==> src/common/cric_map.svh <==
// Codes and timing counts of the reset/interrupt control
`ifndef CRIC_MAP_SVH
`define CRIC_MAP_SVH
`define CRIC_CLK_PERIOD_NS    25
`define CRIC_RST_HOLD_CYC     5
`define CRIC_INIT_CYC         7
`define CRIC_NMI_BLANK_CYC    2
`define CRIC_NMI_MIN_HIGH_CYC 3
`define CRIC_PWRUP_US         50
`define CRIC_PWRUP_CYC        ((`CRIC_PWRUP_US * 1000 + `CRIC_CLK_PERIOD_NS - 1) / `CRIC_CLK_PERIOD_NS)
`define CRIC_RESTART_ADDR     20'hFFFF0
`define CRIC_NMI_TYPE         8'h02
`define CRIC_VEC_SHIFT        2
`define CRIC_DIRECT_PORTS     256
`define CRIC_ST_IRQ_ACK_STROBE          3'h0
`define CRIC_ST_IORD          3'h1
`define CRIC_ST_IOWR          3'h2
`define CRIC_ST_HALT          3'h3
`define CRIC_ST_PASSIVE       3'h7
`define CRIC_IF_BIT           9
`endif

==> src/common/cric_pkg.sv <==
// Types used by the processor end of the reset/interrupt control link
package cric_pkg;
    typedef enum logic [2:0] {
        CRIC_RUN   = 3'h0,
        CRIC_ACK1  = 3'h1,
        CRIC_ACK2  = 3'h2,
        CRIC_HALT  = 3'h3,
        CRIC_HOLD  = 3'h4,
        CRIC_INIT  = 3'h5,
        CRIC_RESET = 3'h6
    } cric_state_t;
endpackage : cric_pkg

==> src/common/cric_if.sv <==
// Link between the processor control end and the outside system end
`timescale 1ns/100ps
interface cric_if;
    logic        reset_in;        // High holds the processor in reset
    logic        nmi_in;          // Non-maskable request, rising edge
    logic        mask_irq_in;     // Maskable request, level
    logic        irq_ack_strobe;  // High during an acknowledge strobe
    logic [7:0]  type_byte;       // Vector type from the outside
    logic        lock_n;          // Bus-lock, active low
    logic        hold_req;        // Request on req_grant_pin
    logic        hold_grant;      // Grant on req_grant_pin
    logic [19:0] addr;            // Address bus
    logic        addr_strobe;     // Address latch pulse
    logic [2:0]  cycle_status;    // cycle_status_2..0
    logic        mem_io;          // High for I/O in minimum mode
    logic        xfer_direction;  // High for write
    logic        status_zero_out; // Minimum-mode status bit zero
    logic        config_strap;    // High: minimum, low: maximum
    modport cpu (input reset_in, nmi_in, mask_irq_in, type_byte, hold_req, config_strap,
                 output irq_ack_strobe, lock_n, hold_grant, addr, addr_strobe,
                 cycle_status, mem_io, xfer_direction, status_zero_out);
    modport sys (output reset_in, nmi_in, mask_irq_in, type_byte, hold_req, config_strap,
                 input irq_ack_strobe, lock_n, hold_grant, addr, addr_strobe,
                 cycle_status, mem_io, xfer_direction, status_zero_out);
endinterface : cric_if

==> src/verilog/cric_cpu_ctrl.sv <==
// Processor end: reset, interrupt, halt, lock and I/O address control
//
// How it works
// - I/O address on 15..0, top four zero
// - Outside holds reset over four clocks
// - Reset synchronised; aborts and holds idle
// - Seven-clock init, then fetch restart address
// - Outside releases reset 50 us after power
// - NMI ignored before second clock after reset
// - Vector table 256 entries, four bytes each
// - Type byte times four forms pointer
// - NMI rising edge, above maskable, type 2
// - Outside holds NMI high over two clocks
// - Latched NMI served at instruction boundary
// - Maskable sampled at instruction end or in halt, gated by enable
// - Requester holds maskable before instruction end
// - Requester may drop after first strobe
// - Interrupt pushes flags and clears enable
// - Two acknowledges, lock between in maximum mode, hold deferred
// - Halt entry shows status per strap mode
// - Hold keeps halt; reissue after; irq exits
// - Lock low after prefix, until instruction ends
// - Hold request recorded during lock, granted after
`timescale 1ns/100ps
`include "cric_map.svh"
module cric_cpu_ctrl
    import cric_pkg::*;
#(
    parameter int ACK_CYC  = 4, // Clocks per acknowledge bus cycle
    parameter int INIT_CYC = `CRIC_INIT_CYC
) (
    // Clock and reset
    input  wire logic  ref_clk_i,
    input  wire logic  nrst_i,
    // Link
    cric_if.cpu        link,
    // Core side
    input  wire logic        instr_end_i,   // Instruction or whole move boundary
    input  wire logic        halt_exec_i,   // HALT instruction executed
    input  wire logic        lock_prefix_i, // Lock prefix decoded
    input  wire logic        locked_end_i,  // Last bus cycle of locked instruction ends
    input  wire logic        io_req_i,      // I/O cycle request
    input  wire logic        io_write_i,    // I/O cycle is a write
    input  wire logic        io_direct_i,   // Direct form (8-bit port)
    input  wire logic [15:0] io_port_i,     // Port number or port_pointer_reg
    input  wire logic        flags_load_i,  // Flags restored
    input  wire logic        if_set_i,      // Software sets enable
    input  wire logic        if_value_i,    // Enable from restored flags
    output logic             fetch_o,       // Pulse: fetch at fetch_addr_o
    output logic [19:0]      fetch_addr_o,
    output logic             vector_o,      // Pulse: vector_ptr_o valid
    output logic [9:0]       vector_ptr_o,
    output logic             push_flags_o,  // Pulse: push prior flags
    output logic             int_en_o,      // Interrupt-enable flag
    output logic             halted_o,
    output logic             busy_o         // Reset or init running
);
    cric_state_t state_q;             // Main state
    cric_state_t resume_q;            // State to return to after hold
    logic [3:0]  cnt_q;               // Cycle counter
    logic        nmi_pend_q;          // Latched NMI edge
    logic [1:0]  nmi_blank_q;         // Clocks since reset release
    logic        int_en_q;            // Enable flag
    logic        lock_q;              // Lock prefix active
    logic        ack_lock_q;          // Lock across acknowledges
    logic        hold_pend_q;         // Recorded hold request
    logic        grant_q;             // Bus granted
    logic        halt_ind_q;          // One-clock halt indication pulse
    logic        as_q;                // Address strobe
    logic [2:0]  status_q;            // Cycle status
    logic [19:0] addr_q;
    logic        mio_q, dir_q, ssz_q, irq_ack_strobe_q;
    logic        fetch_q, vec_q, push_q;
    logic [19:0] fetch_addr_q;
    logic [9:0]  vec_ptr_q;
    logic        rst_lvl, rst_rise, rst_fall, nmi_rise, irq_lvl;
    logic        minimum;

    // Type byte to table pointer
    function automatic logic [9:0] vec_ptr(input logic [7:0] t);
        return {t, 2'b00};
    endfunction : vec_ptr

    // Reset, NMI and maskable link inputs pass two-flop synchronisers
    cric_edge_sync u_rst (.ref_clk_i(ref_clk_i), .nrst_i(nrst_i), .sig_i(link.reset_in),
                          .level_o(rst_lvl), .rise_o(rst_rise));
    cric_edge_sync u_nmi (.ref_clk_i(ref_clk_i), .nrst_i(nrst_i), .sig_i(link.nmi_in),
                          .level_o(), .rise_o(nmi_rise));
    cric_edge_sync u_irq (.ref_clk_i(ref_clk_i), .nrst_i(nrst_i), .sig_i(link.mask_irq_in),
                          .level_o(irq_lvl), .rise_o());

    // Falling edge of synchronised reset marks the start of init
    logic rst_prev_q;
    always_ff @(posedge ref_clk_i or negedge nrst_i) begin
        if (!nrst_i) rst_prev_q <= 1'b0; // Matches the synchroniser, so no false fall
        else         rst_prev_q <= rst_lvl;
    end
    assign rst_fall = rst_prev_q & ~rst_lvl;
    assign minimum  = link.config_strap;

    // Main sequence
    always_ff @(posedge ref_clk_i or negedge nrst_i) begin
        if (!nrst_i) begin
            state_q  <= CRIC_RESET;
            resume_q <= CRIC_RUN;
            cnt_q    <= 4'h0;
        end else if (rst_lvl || rst_rise) begin
            state_q <= CRIC_RESET;
            cnt_q   <= 4'h0;
        end else begin
            unique case (state_q)
                CRIC_RESET: if (rst_fall) state_q <= CRIC_INIT;
                CRIC_INIT: begin
                    // Fixed init length before the first fetch
                    if (cnt_q == 4'(INIT_CYC - 1)) begin
                        state_q <= CRIC_RUN;
                        cnt_q   <= 4'h0;
                    end else cnt_q <= cnt_q + 4'h1;
                end
                CRIC_RUN: begin
                    if (hold_pend_q && !lock_q) begin
                        resume_q <= CRIC_RUN;
                        state_q  <= CRIC_HOLD;
                    end else if (instr_end_i && nmi_pend_q) begin
                        state_q <= CRIC_RUN; // NMI skips acknowledge
                    end else if (instr_end_i && irq_lvl && int_en_q) begin
                        state_q <= CRIC_ACK1;
                        cnt_q   <= 4'h0;
                    end else if (halt_exec_i) state_q <= CRIC_HALT;
                end
                CRIC_ACK1, CRIC_ACK2: begin
                    // Back-to-back acknowledge cycles; no hold in between
                    if (cnt_q == 4'(ACK_CYC - 1)) begin
                        cnt_q   <= 4'h0;
                        state_q <= (state_q == CRIC_ACK1) ? CRIC_ACK2 : CRIC_RUN;
                    end else cnt_q <= cnt_q + 4'h1;
                end
                CRIC_HALT: begin
                    if (nmi_pend_q) state_q <= CRIC_RUN;
                    else if (irq_lvl && int_en_q) state_q <= CRIC_ACK1;
                    else if (hold_pend_q) begin
                        resume_q <= CRIC_HALT;
                        state_q  <= CRIC_HOLD;
                    end
                end
                CRIC_HOLD: if (!link.hold_req) state_q <= resume_q;
                default: state_q <= CRIC_RESET;
            endcase
        end
    end

    // NMI latch, blank two clocks after reset; set wins
    logic nmi_take;
    assign nmi_take = (state_q == CRIC_RUN && instr_end_i && !(hold_pend_q && !lock_q))
                    || (state_q == CRIC_HALT);
    always_ff @(posedge ref_clk_i or negedge nrst_i) begin
        if (!nrst_i) {nmi_pend_q, nmi_blank_q} <= 3'h0;
        else if (rst_lvl) {nmi_pend_q, nmi_blank_q} <= 3'h0;
        else begin
            if (nmi_blank_q != 2'(`CRIC_NMI_BLANK_CYC)) nmi_blank_q <= nmi_blank_q + 2'h1;
            if (nmi_rise && nmi_blank_q == 2'(`CRIC_NMI_BLANK_CYC))
                nmi_pend_q <= 1'b1;
            else if (nmi_take && nmi_pend_q)
                nmi_pend_q <= 1'b0;
        end
    end

    // Interrupt-enable flag; cleared on every interrupt response
    logic int_taken;
    assign int_taken = nmi_take && (nmi_pend_q || (irq_lvl && int_en_q));
    always_ff @(posedge ref_clk_i or negedge nrst_i) begin
        if (!nrst_i)            int_en_q <= 1'b0;
        else if (rst_lvl)       int_en_q <= 1'b0;
        else if (int_taken)     int_en_q <= 1'b0;
        else if (flags_load_i)  int_en_q <= if_value_i;
        else if (if_set_i)      int_en_q <= 1'b1;
    end

    // Lock, and hold recorded during it
    always_ff @(posedge ref_clk_i or negedge nrst_i) begin
        if (!nrst_i) {lock_q, ack_lock_q, hold_pend_q, grant_q} <= 4'h0;
        else if (rst_lvl) {lock_q, ack_lock_q, hold_pend_q, grant_q} <= 4'h0;
        else begin
            if (lock_prefix_i) lock_q <= 1'b1;
            else if (locked_end_i) lock_q <= 1'b0;
            // Acknowledge lock, maximum mode only
            if (!minimum && state_q == CRIC_ACK1 && cnt_q == 4'h0) ack_lock_q <= 1'b1;
            else if (state_q == CRIC_ACK2 && cnt_q == 4'h0) ack_lock_q <= 1'b0;
            if (link.hold_req && !hold_pend_q) hold_pend_q <= 1'b1;
            else if (state_q == CRIC_HOLD && !link.hold_req) hold_pend_q <= 1'b0;
            grant_q <= (state_q == CRIC_HOLD) && link.hold_req;
        end
    end

    // Halt indication, strobes, I/O address
    always_ff @(posedge ref_clk_i or negedge nrst_i) begin
        if (!nrst_i) begin
            status_q <= `CRIC_ST_PASSIVE;
            addr_q   <= 20'h00000;
            {mio_q, dir_q, ssz_q, irq_ack_strobe_q, halt_ind_q, as_q} <= 6'h00;
        end else begin
            // Halt indication on entry and again when a hold ends
            halt_ind_q <= (state_q == CRIC_RUN && halt_exec_i)
                        || (state_q == CRIC_HOLD && !link.hold_req && resume_q == CRIC_HALT);
            as_q     <= halt_ind_q && minimum; // delayed by one clock
            irq_ack_strobe_q   <= (state_q == CRIC_ACK1 || state_q == CRIC_ACK2)
                        && cnt_q >= 4'h1 && cnt_q <= 4'h2;
            status_q <= `CRIC_ST_PASSIVE;
            {mio_q, dir_q, ssz_q} <= 3'h0;
            if (state_q == CRIC_HALT && !minimum) status_q <= `CRIC_ST_HALT;
            else if (state_q == CRIC_HALT) {mio_q, dir_q, ssz_q} <= 3'b101;
            else if (state_q == CRIC_ACK1 || state_q == CRIC_ACK2) status_q <= `CRIC_ST_IRQ_ACK_STROBE;
            else if (state_q == CRIC_RUN && io_req_i) begin
                // Direct form reaches only page 0; top nibble always zero
                addr_q   <= {4'h0, io_direct_i ? {8'h00, io_port_i[7:0]} : io_port_i};
                status_q <= io_write_i ? `CRIC_ST_IOWR : `CRIC_ST_IORD;
                {mio_q, dir_q} <= {1'b1, io_write_i};
            end
        end
    end

    // Restart fetch, vector pointer, flag push
    always_ff @(posedge ref_clk_i or negedge nrst_i) begin
        if (!nrst_i) begin
            {fetch_q, vec_q, push_q} <= 3'h0;
            fetch_addr_q <= 20'h00000;
            vec_ptr_q    <= 10'h000;
        end else begin
            fetch_q <= state_q == CRIC_INIT && cnt_q == 4'(INIT_CYC - 1);
            if (state_q == CRIC_INIT) fetch_addr_q <= `CRIC_RESTART_ADDR;
            push_q <= int_taken;
            vec_q  <= 1'b0;
            if (int_taken && nmi_pend_q) begin
                vec_q     <= 1'b1;
                vec_ptr_q <= vec_ptr(`CRIC_NMI_TYPE);
            end else if (state_q == CRIC_ACK2 && cnt_q == 4'h2) begin
                vec_q     <= 1'b1;
                vec_ptr_q <= vec_ptr(link.type_byte);
            end
        end
    end

    assign link.irq_ack_strobe  = irq_ack_strobe_q;
    assign link.lock_n          = ~(lock_q | ack_lock_q);
    assign link.hold_grant      = grant_q;
    assign link.addr            = addr_q;
    assign link.addr_strobe     = as_q;
    assign link.cycle_status    = status_q;
    assign link.mem_io          = mio_q;
    assign link.xfer_direction  = dir_q;
    assign link.status_zero_out = ssz_q;
    assign fetch_o      = fetch_q;
    assign fetch_addr_o = fetch_addr_q;
    assign vector_o     = vec_q;
    assign vector_ptr_o = vec_ptr_q;
    assign push_flags_o = push_q;
    assign int_en_o     = int_en_q;
    assign halted_o     = state_q == CRIC_HALT;
    assign busy_o       = state_q == CRIC_RESET || state_q == CRIC_INIT;
endmodule : cric_cpu_ctrl

==> src/verilog/cric_edge_sync.sv <==
// Two-flop synchroniser with a rising-edge pulse decoded from the settled level and its previous value
`timescale 1ns/100ps
module cric_edge_sync (
    // Clock and reset
    input  wire logic ref_clk_i,
    input  wire logic nrst_i,
    // Signal
    input  wire logic sig_i,
    output logic      level_o,
    output logic      rise_o
);
    logic meta_q; // First stage, read only by sync_q
    logic sync_q; // Settled level
    logic last_q; // Previous settled level

    // Synchroniser chain
    always_ff @(posedge ref_clk_i or negedge nrst_i) begin
        if (!nrst_i) begin
            meta_q <= 1'b0;
            sync_q <= 1'b0;
            last_q <= 1'b0;
        end else begin
            meta_q <= sig_i;
            sync_q <= meta_q;
            last_q <= sync_q;
        end
    end

    assign level_o = sync_q;
    assign rise_o  = sync_q & ~last_q;
endmodule : cric_edge_sync

==> src/flat_wrapper.sv <==
// flat-port wrapper written by rule: the top's interface ports become plain ports
module cric_cpu_ctrl_flat import cric_pkg::*;
#(
    parameter int ACK_CYC  = 4,                                    
    parameter int INIT_CYC = `CRIC_INIT_CYC
)
  (ref_clk_i, nrst_i, instr_end_i, halt_exec_i, lock_prefix_i, locked_end_i, io_req_i, io_write_i, io_direct_i, io_port_i, flags_load_i, if_set_i, if_value_i, fetch_o, fetch_addr_o, vector_o, vector_ptr_o, push_flags_o, int_en_o, halted_o, busy_o, link_reset_in, link_nmi_in, link_mask_irq_in, link_type_byte, link_hold_req, link_config_strap, link_irq_ack_strobe, link_lock_n, link_hold_grant, link_addr, link_addr_strobe, link_cycle_status, link_mem_io, link_xfer_direction, link_status_zero_out);
  cric_if link_i ();
  input  wire logic ref_clk_i;
  input  wire logic nrst_i;
  input  wire logic instr_end_i;
  input  wire logic halt_exec_i;
  input  wire logic lock_prefix_i;
  input  wire logic locked_end_i;
  input  wire logic io_req_i;
  input  wire logic io_write_i;
  input  wire logic io_direct_i;
  input  wire logic [15:0] io_port_i;
  input  wire logic flags_load_i;
  input  wire logic if_set_i;
  input  wire logic if_value_i;
  output logic fetch_o;
  output logic [19:0] fetch_addr_o;
  output logic vector_o;
  output logic [9:0] vector_ptr_o;
  output logic push_flags_o;
  output logic int_en_o;
  output logic halted_o;
  output logic busy_o;
  input wire logic [$bits(link_i.reset_in)-1:0] link_reset_in;
  input wire logic [$bits(link_i.nmi_in)-1:0] link_nmi_in;
  input wire logic [$bits(link_i.mask_irq_in)-1:0] link_mask_irq_in;
  input wire logic [$bits(link_i.type_byte)-1:0] link_type_byte;
  input wire logic [$bits(link_i.hold_req)-1:0] link_hold_req;
  input wire logic [$bits(link_i.config_strap)-1:0] link_config_strap;
  output wire logic [$bits(link_i.irq_ack_strobe)-1:0] link_irq_ack_strobe;
  output wire logic [$bits(link_i.lock_n)-1:0] link_lock_n;
  output wire logic [$bits(link_i.hold_grant)-1:0] link_hold_grant;
  output wire logic [$bits(link_i.addr)-1:0] link_addr;
  output wire logic [$bits(link_i.addr_strobe)-1:0] link_addr_strobe;
  output wire logic [$bits(link_i.cycle_status)-1:0] link_cycle_status;
  output wire logic [$bits(link_i.mem_io)-1:0] link_mem_io;
  output wire logic [$bits(link_i.xfer_direction)-1:0] link_xfer_direction;
  output wire logic [$bits(link_i.status_zero_out)-1:0] link_status_zero_out;
  assign link_i.reset_in = link_reset_in;
  assign link_i.nmi_in = link_nmi_in;
  assign link_i.mask_irq_in = link_mask_irq_in;
  assign link_i.type_byte = link_type_byte;
  assign link_i.hold_req = link_hold_req;
  assign link_i.config_strap = link_config_strap;
  assign link_irq_ack_strobe = link_i.irq_ack_strobe;
  assign link_lock_n = link_i.lock_n;
  assign link_hold_grant = link_i.hold_grant;
  assign link_addr = link_i.addr;
  assign link_addr_strobe = link_i.addr_strobe;
  assign link_cycle_status = link_i.cycle_status;
  assign link_mem_io = link_i.mem_io;
  assign link_xfer_direction = link_i.xfer_direction;
  assign link_status_zero_out = link_i.status_zero_out;
  cric_cpu_ctrl #(.ACK_CYC(ACK_CYC), .INIT_CYC(INIT_CYC)) u_core (.ref_clk_i(ref_clk_i), .nrst_i(nrst_i), .link(link_i), .instr_end_i(instr_end_i), .halt_exec_i(halt_exec_i), .lock_prefix_i(lock_prefix_i), .locked_end_i(locked_end_i), .io_req_i(io_req_i), .io_write_i(io_write_i), .io_direct_i(io_direct_i), .io_port_i(io_port_i), .flags_load_i(flags_load_i), .if_set_i(if_set_i), .if_value_i(if_value_i), .fetch_o(fetch_o), .fetch_addr_o(fetch_addr_o), .vector_o(vector_o), .vector_ptr_o(vector_ptr_o), .push_flags_o(push_flags_o), .int_en_o(int_en_o), .halted_o(halted_o), .busy_o(busy_o));
endmodule
==> config.mk <==
export PLATFORM = sky130hd
export DESIGN_NAME = cric_cpu_ctrl_flat
export DESIGN_NICKNAME = d
export VERILOG_FILES = /design/src/common/cric_pkg.sv /design/src/common/cric_if.sv /design/src/verilog/cric_cpu_ctrl.sv /design/src/verilog/cric_edge_sync.sv /design/src/flat_wrapper.sv
export VERILOG_INCLUDE_DIRS = /design/src /design/src/common
export SDC_FILE = /design/constraint.sdc
export NUM_CORES = 1
export LEC_CHECK = 0
export BUFFER_PORTS_ARGS = -buffer_cell sky130_fd_sc_hd__buf_2
export CAP_MARGIN = 10
export CORE_AREA = 2 2 86 150
export CTS_BUF_LIST = sky130_fd_sc_hd__clkbuf_8
export CTS_CLUSTER_DIAMETER = 200
export DETAILED_ROUTE_END_ITERATION = 16
export DIE_AREA = 0 0 88 152
export PLACE_DENSITY_LB_ADDON = 0.3
export SYNTH_ARGS = -nofsm -noshare
export SYNTH_HDL_FRONTEND = slang
export SYNTH_SLANG_ARGS = --single-unit
==> constraint.sdc <==
create_clock -name ref_clk_i -period 3.4 [get_ports ref_clk_i]
set_input_delay 0.34 -clock ref_clk_i [delete_from_list [all_inputs] [get_ports ref_clk_i]]
set_output_delay 0.34 -clock ref_clk_i [all_outputs]
set_load 0.05 [all_outputs]
==> results.txt <==
----------------------------------------------------
[Clock tree]
  TritonCTS sink count ... 61
  CTS tree ... done
  Clock latency reported for the late side of the worst-skew pair ... 0.34 ns
  Clock Path Buffers ... 2
  Total number of H-tree levels ... 3
  Clock slew seen by the registers of the worst setup and hold paths ... approximately 0.070 ns
  TritonCTS buffer count ... 9
  Root Driver ... sky130_fd_sc_hd__clkbuf_8

[Synth]
  Gate count after technology mapping ... around 290
  Number of flops mapped to enable cells by yosys ... 0
  Count of cell types in the netlist ... 56
  Cell type contributing the most total cell area after synthesis ... sky130_fd_sc_hd__dfrtp_1
  Dominant cell by count in the synthesized netlist ... sky130_fd_sc_hd__dfrtp_1
  Synth top cells by count ... 56 x sky130_fd_sc_hd__dfrtp_1, 28 x sky130_fd_sc_hd__nor2_1, 25 x sky130_fd_sc_hd__buf_4, 18 x sky130_fd_sc_hd__nand2_1
  YS warnings ... 0
  Mapped cell area ... approximately 0.0030 mm^2
  Most common flop cell mapped by yosys ... sky130_fd_sc_hd__dfrtp_1
  Average size of a mapped cell ... 10.4 um^2
  Fraction of synthesized cell area taken by the top area cell type ... between 40% and 50%
  Area contributors post-synth ... sky130_fd_sc_hd__dfrtp_1 47%, sky130_fd_sc_hd__buf_4 6.3%, sky130_fd_sc_hd__dfstp_2 4.4%, sky130_fd_sc_hd__nor2_1 3.5%, sky130_fd_sc_hd__mux2_2 3.0%
  Yosys reg bits ... roughly 60
  Proportion of synthesized flip-flops having asynchronous set or reset ... 100%
  Seq/Total Area, Yosys ... between 50% and 60%

[Setup path]
  Worst path slowest cell ... sky130_fd_sc_hd__dfstp_2
  Arrival time reported for the critical path endpoint ... around 1.8 ns
  CP Max Fanout ... 18
  Worst setup path class ... flip-flop to output port
  Ordered cell list for the critical path ... nand2_1 -> nor2_1 -> buf_2
  Delay of the slowest cell on the worst path ... about 0.73 ns
  Crit start category ... flip-flop
  Critical path's top delay family ... flip-flops
  Buffers plus inverters on the worst setup path ... 1
  Critical Path End Type ... output port
  Worst EP required ... between 3 and 4 ns

[Place]
  Gpl congestion ... roughly 0.85
  Port buffer count ... between 90 and 100
  Post-detailed-placement half-perimeter wirelength ... around 5.5 mm
  Standard cell area after detailed placement ... about 0.0034 mm^2

[Final layout]
  Final instance area ... around 0.0037 mm^2
  Nets ... ~410
  Layout cells sized above 1 ... a little over a third
  Layout fillers ... approximately 1,300
  Synth-to-layout area growth ... 24.6%

[Drt]
  Number of vias per cell after detailed routing ... approximately 4.3
  Count of routing violations after the opening detailed-route iteration ... 115
  Remaining DRCs ... 0
  WL final ... ~7.2 mm
  Drt wl/cell ... about 13 um
  Via total after detailed routing ... about 2,300
  First-pass DRT Iterations ... 4
  Antenna Violating Nets Remaining ... 0

[STA]
  Share of the clock period used by the worst path after layout ... 63.1%
  Unrepaired setup endpoints after global routing ... false
  Peak clock frequency supported by timing ... ~470 MHz
  Final number of setup-violating endpoints ... 0
  Tightest Pin Transition ... between 0.6 and 0.7 ns
  Sum Neg Setup Slack ... 0 ns
  Worst Clk Skew ... ~0.0045 ns
  Period minus WS final ... about 2.1 ns
  Fin. Hold Viols ... 0
  Rel. slew slack ... between 50% and 60%
  Final Max Tran Viols ... 0

[Run]
  Number of violations of the max-capacitance limit ... 0

[Run status]
  Status ... finished, final reports clean

[Floorplan]
  Number of rows in the core area ... 54
  Die extent in x ... between 80 and 90 um
  Height of the die ... approximately 150 um
  Number of I/O pins ... about 110
  Die Outline Area ... 0.0134 mm^2
  Placeable core region ... between 0.01 and 0.015 mm^2
  Effective utilization at floorplan ... about a quarter

[Power and ir drop]
  Overall power after layout ... roughly 3.6 mW
  Cell area power density ... 978 mW/mm^2
  VDD IR max ... between 200 and 300 uV
  Leakage dissipation ... 1.82 nW

[Global routing]
  Vias in the first global route ... 2,375
  First-pass GRT wire length ... approximately 12 mm
  Largest net degree at the start of global routing ... 44
  GR Overflow Total ... 0
  GRT Total Usage ... between 10% and 20%
  Antenna violations before repair ... 1

[Min path]
  Tightest Hold Check Type ... input port to flip-flop

----------------------------------------------------
## cells by family (layout without fill, tap and decap cells)
family	Yosys count	in the layout	share of synthesized area, %
compound gates	50	50	11.9
xor+xnor	2	2	0.589
fa+ha+maj	5	5	2.10
buf+inv	47	123	9.80
flops	61	61	51.5
mux	16	16	5.72
other cells	1	11	0.126
simple gates	103	103	18.3
## cells in the final DEF, fill, tap and decap left out, types with 4 or more instances in the layout
cell                       instances
sky130_fd_sc_hd__a21oi_1          10
sky130_fd_sc_hd__clkbuf_8         13
sky130_fd_sc_hd__buf_2            96
sky130_fd_sc_hd__dfrtp_1          56
sky130_fd_sc_hd__conb_1           10
sky130_fd_sc_hd__nand2b_1         14
sky130_fd_sc_hd__and2_1            6
sky130_fd_sc_hd__mux2i_1           8
sky130_fd_sc_hd__nor2b_1           7
sky130_fd_sc_hd__nand2_1          18
sky130_fd_sc_hd__nor2_1           28
sky130_fd_sc_hd__ha_1              5
sky130_fd_sc_hd__dfstp_2           5
sky130_fd_sc_hd__nor3_1            5
sky130_fd_sc_hd__mux2_2            8
sky130_fd_sc_hd__inv_1             9
sky130_fd_sc_hd__o21ai_0          14
sky130_fd_sc_hd__a31oi_1           4
sky130_fd_sc_hd__nand3b_1          6
## through the flow
step	utilization (%)	setup slack (ns)	hold slack [ns]	std cells
2_1_floorplan	-	1.25	0.0444	294
3_3_place_gp	28.2	1.35	0.301	521
3_5_place_dp	28.2	1.31	0.305	521
4_1_cts	30.3	1.21	0.0844	538
5_1_grt	30.3	1.04	0.0804	539
6_report	30.3	1.25	0.105	539
## area by class of cell
class | instances | area [um^2] | share of cell area, %
flip-flops and latches | 61 | 1530 | 41.4
multi-input cells | 186 | 1180 | 31.9
repair buffers | 98 | 498 | 13.4
well taps | 168 | 210 | 5.67
clock buffers | 13 | 179 | 4.83
clock inverters | 3 | 65.1 | 1.76
inverters | 9 | 33.8 | 0.912
diodes | 1 | 2.50 | 0.0675
## final timing paths
path / depth (start not counted) / end / slack (ns) / from
worst max-delay path: 3 / halted_o / 1.25 / u_core.state_q[1]
worst min-delay path: 1 / u_core.u_nmi.meta_q / 0.11 / link_nmi_in
worst max register to register: 4 / u_core.link.addr[2] / 1.31 / u_core.state_q[1]
worst min register to register: 0 / u_core.u_rst.level_o / 0.35 / u_core.u_rst.meta_q
max in group asynchronous: 3 / u_core.link.addr[2] / 2.02 / nrst_i
min in group asynchronous: 2 / u_core.push_flags_o / 0.47 / nrst_i
## registers in the layout, indices dropped and copies added, names as in the netlist, 2 cells and up
name	cells
u_core.vector_ptr_o	8
u_core.link.addr	16
u_core.cnt_q	4
u_core.nmi_blank_q	2
u_core.state_q	3
u_core.link.cycle_status	3
## where the power goes
part | total [mW] | internal (mW) | switching, mW
sequential | 1.13 | 0.931 | 0.204
clock | 0.770 | 0.492 | 0.278
combinational | 1.72 | 0.437 | 1.28
total | 3.62 | 1.86 | 1.76
## layer usage
| layer | track usage, % | part of all wire, % |
|---|---|---|
| met3 | 2.88 | 4.8 |
| met2 | 19.9 | 54 |
| met1 | 11.3 | 37 |
| met5 | 0 | 0 |
| met4 | 7.40 | 4.2 |
## worst register-to-register path: cells and delay by family (launching register included)
kind | cells | cell delay (ns)
flops | 1 | 0.73
simple gates | 3 | 0.86
mux | 1 | 0.39
## timing repair
| action | 4_1_cts | 5_1_grt |
|---|---|---|
| gates resized for setup | 0 | 0 |
| hold buffers | 1 | 0 |
| endpoints found under the hold margin | 18 | 0 |
| setup buffers | 0 | 0 |
Power figures use the tool's default switching activity.
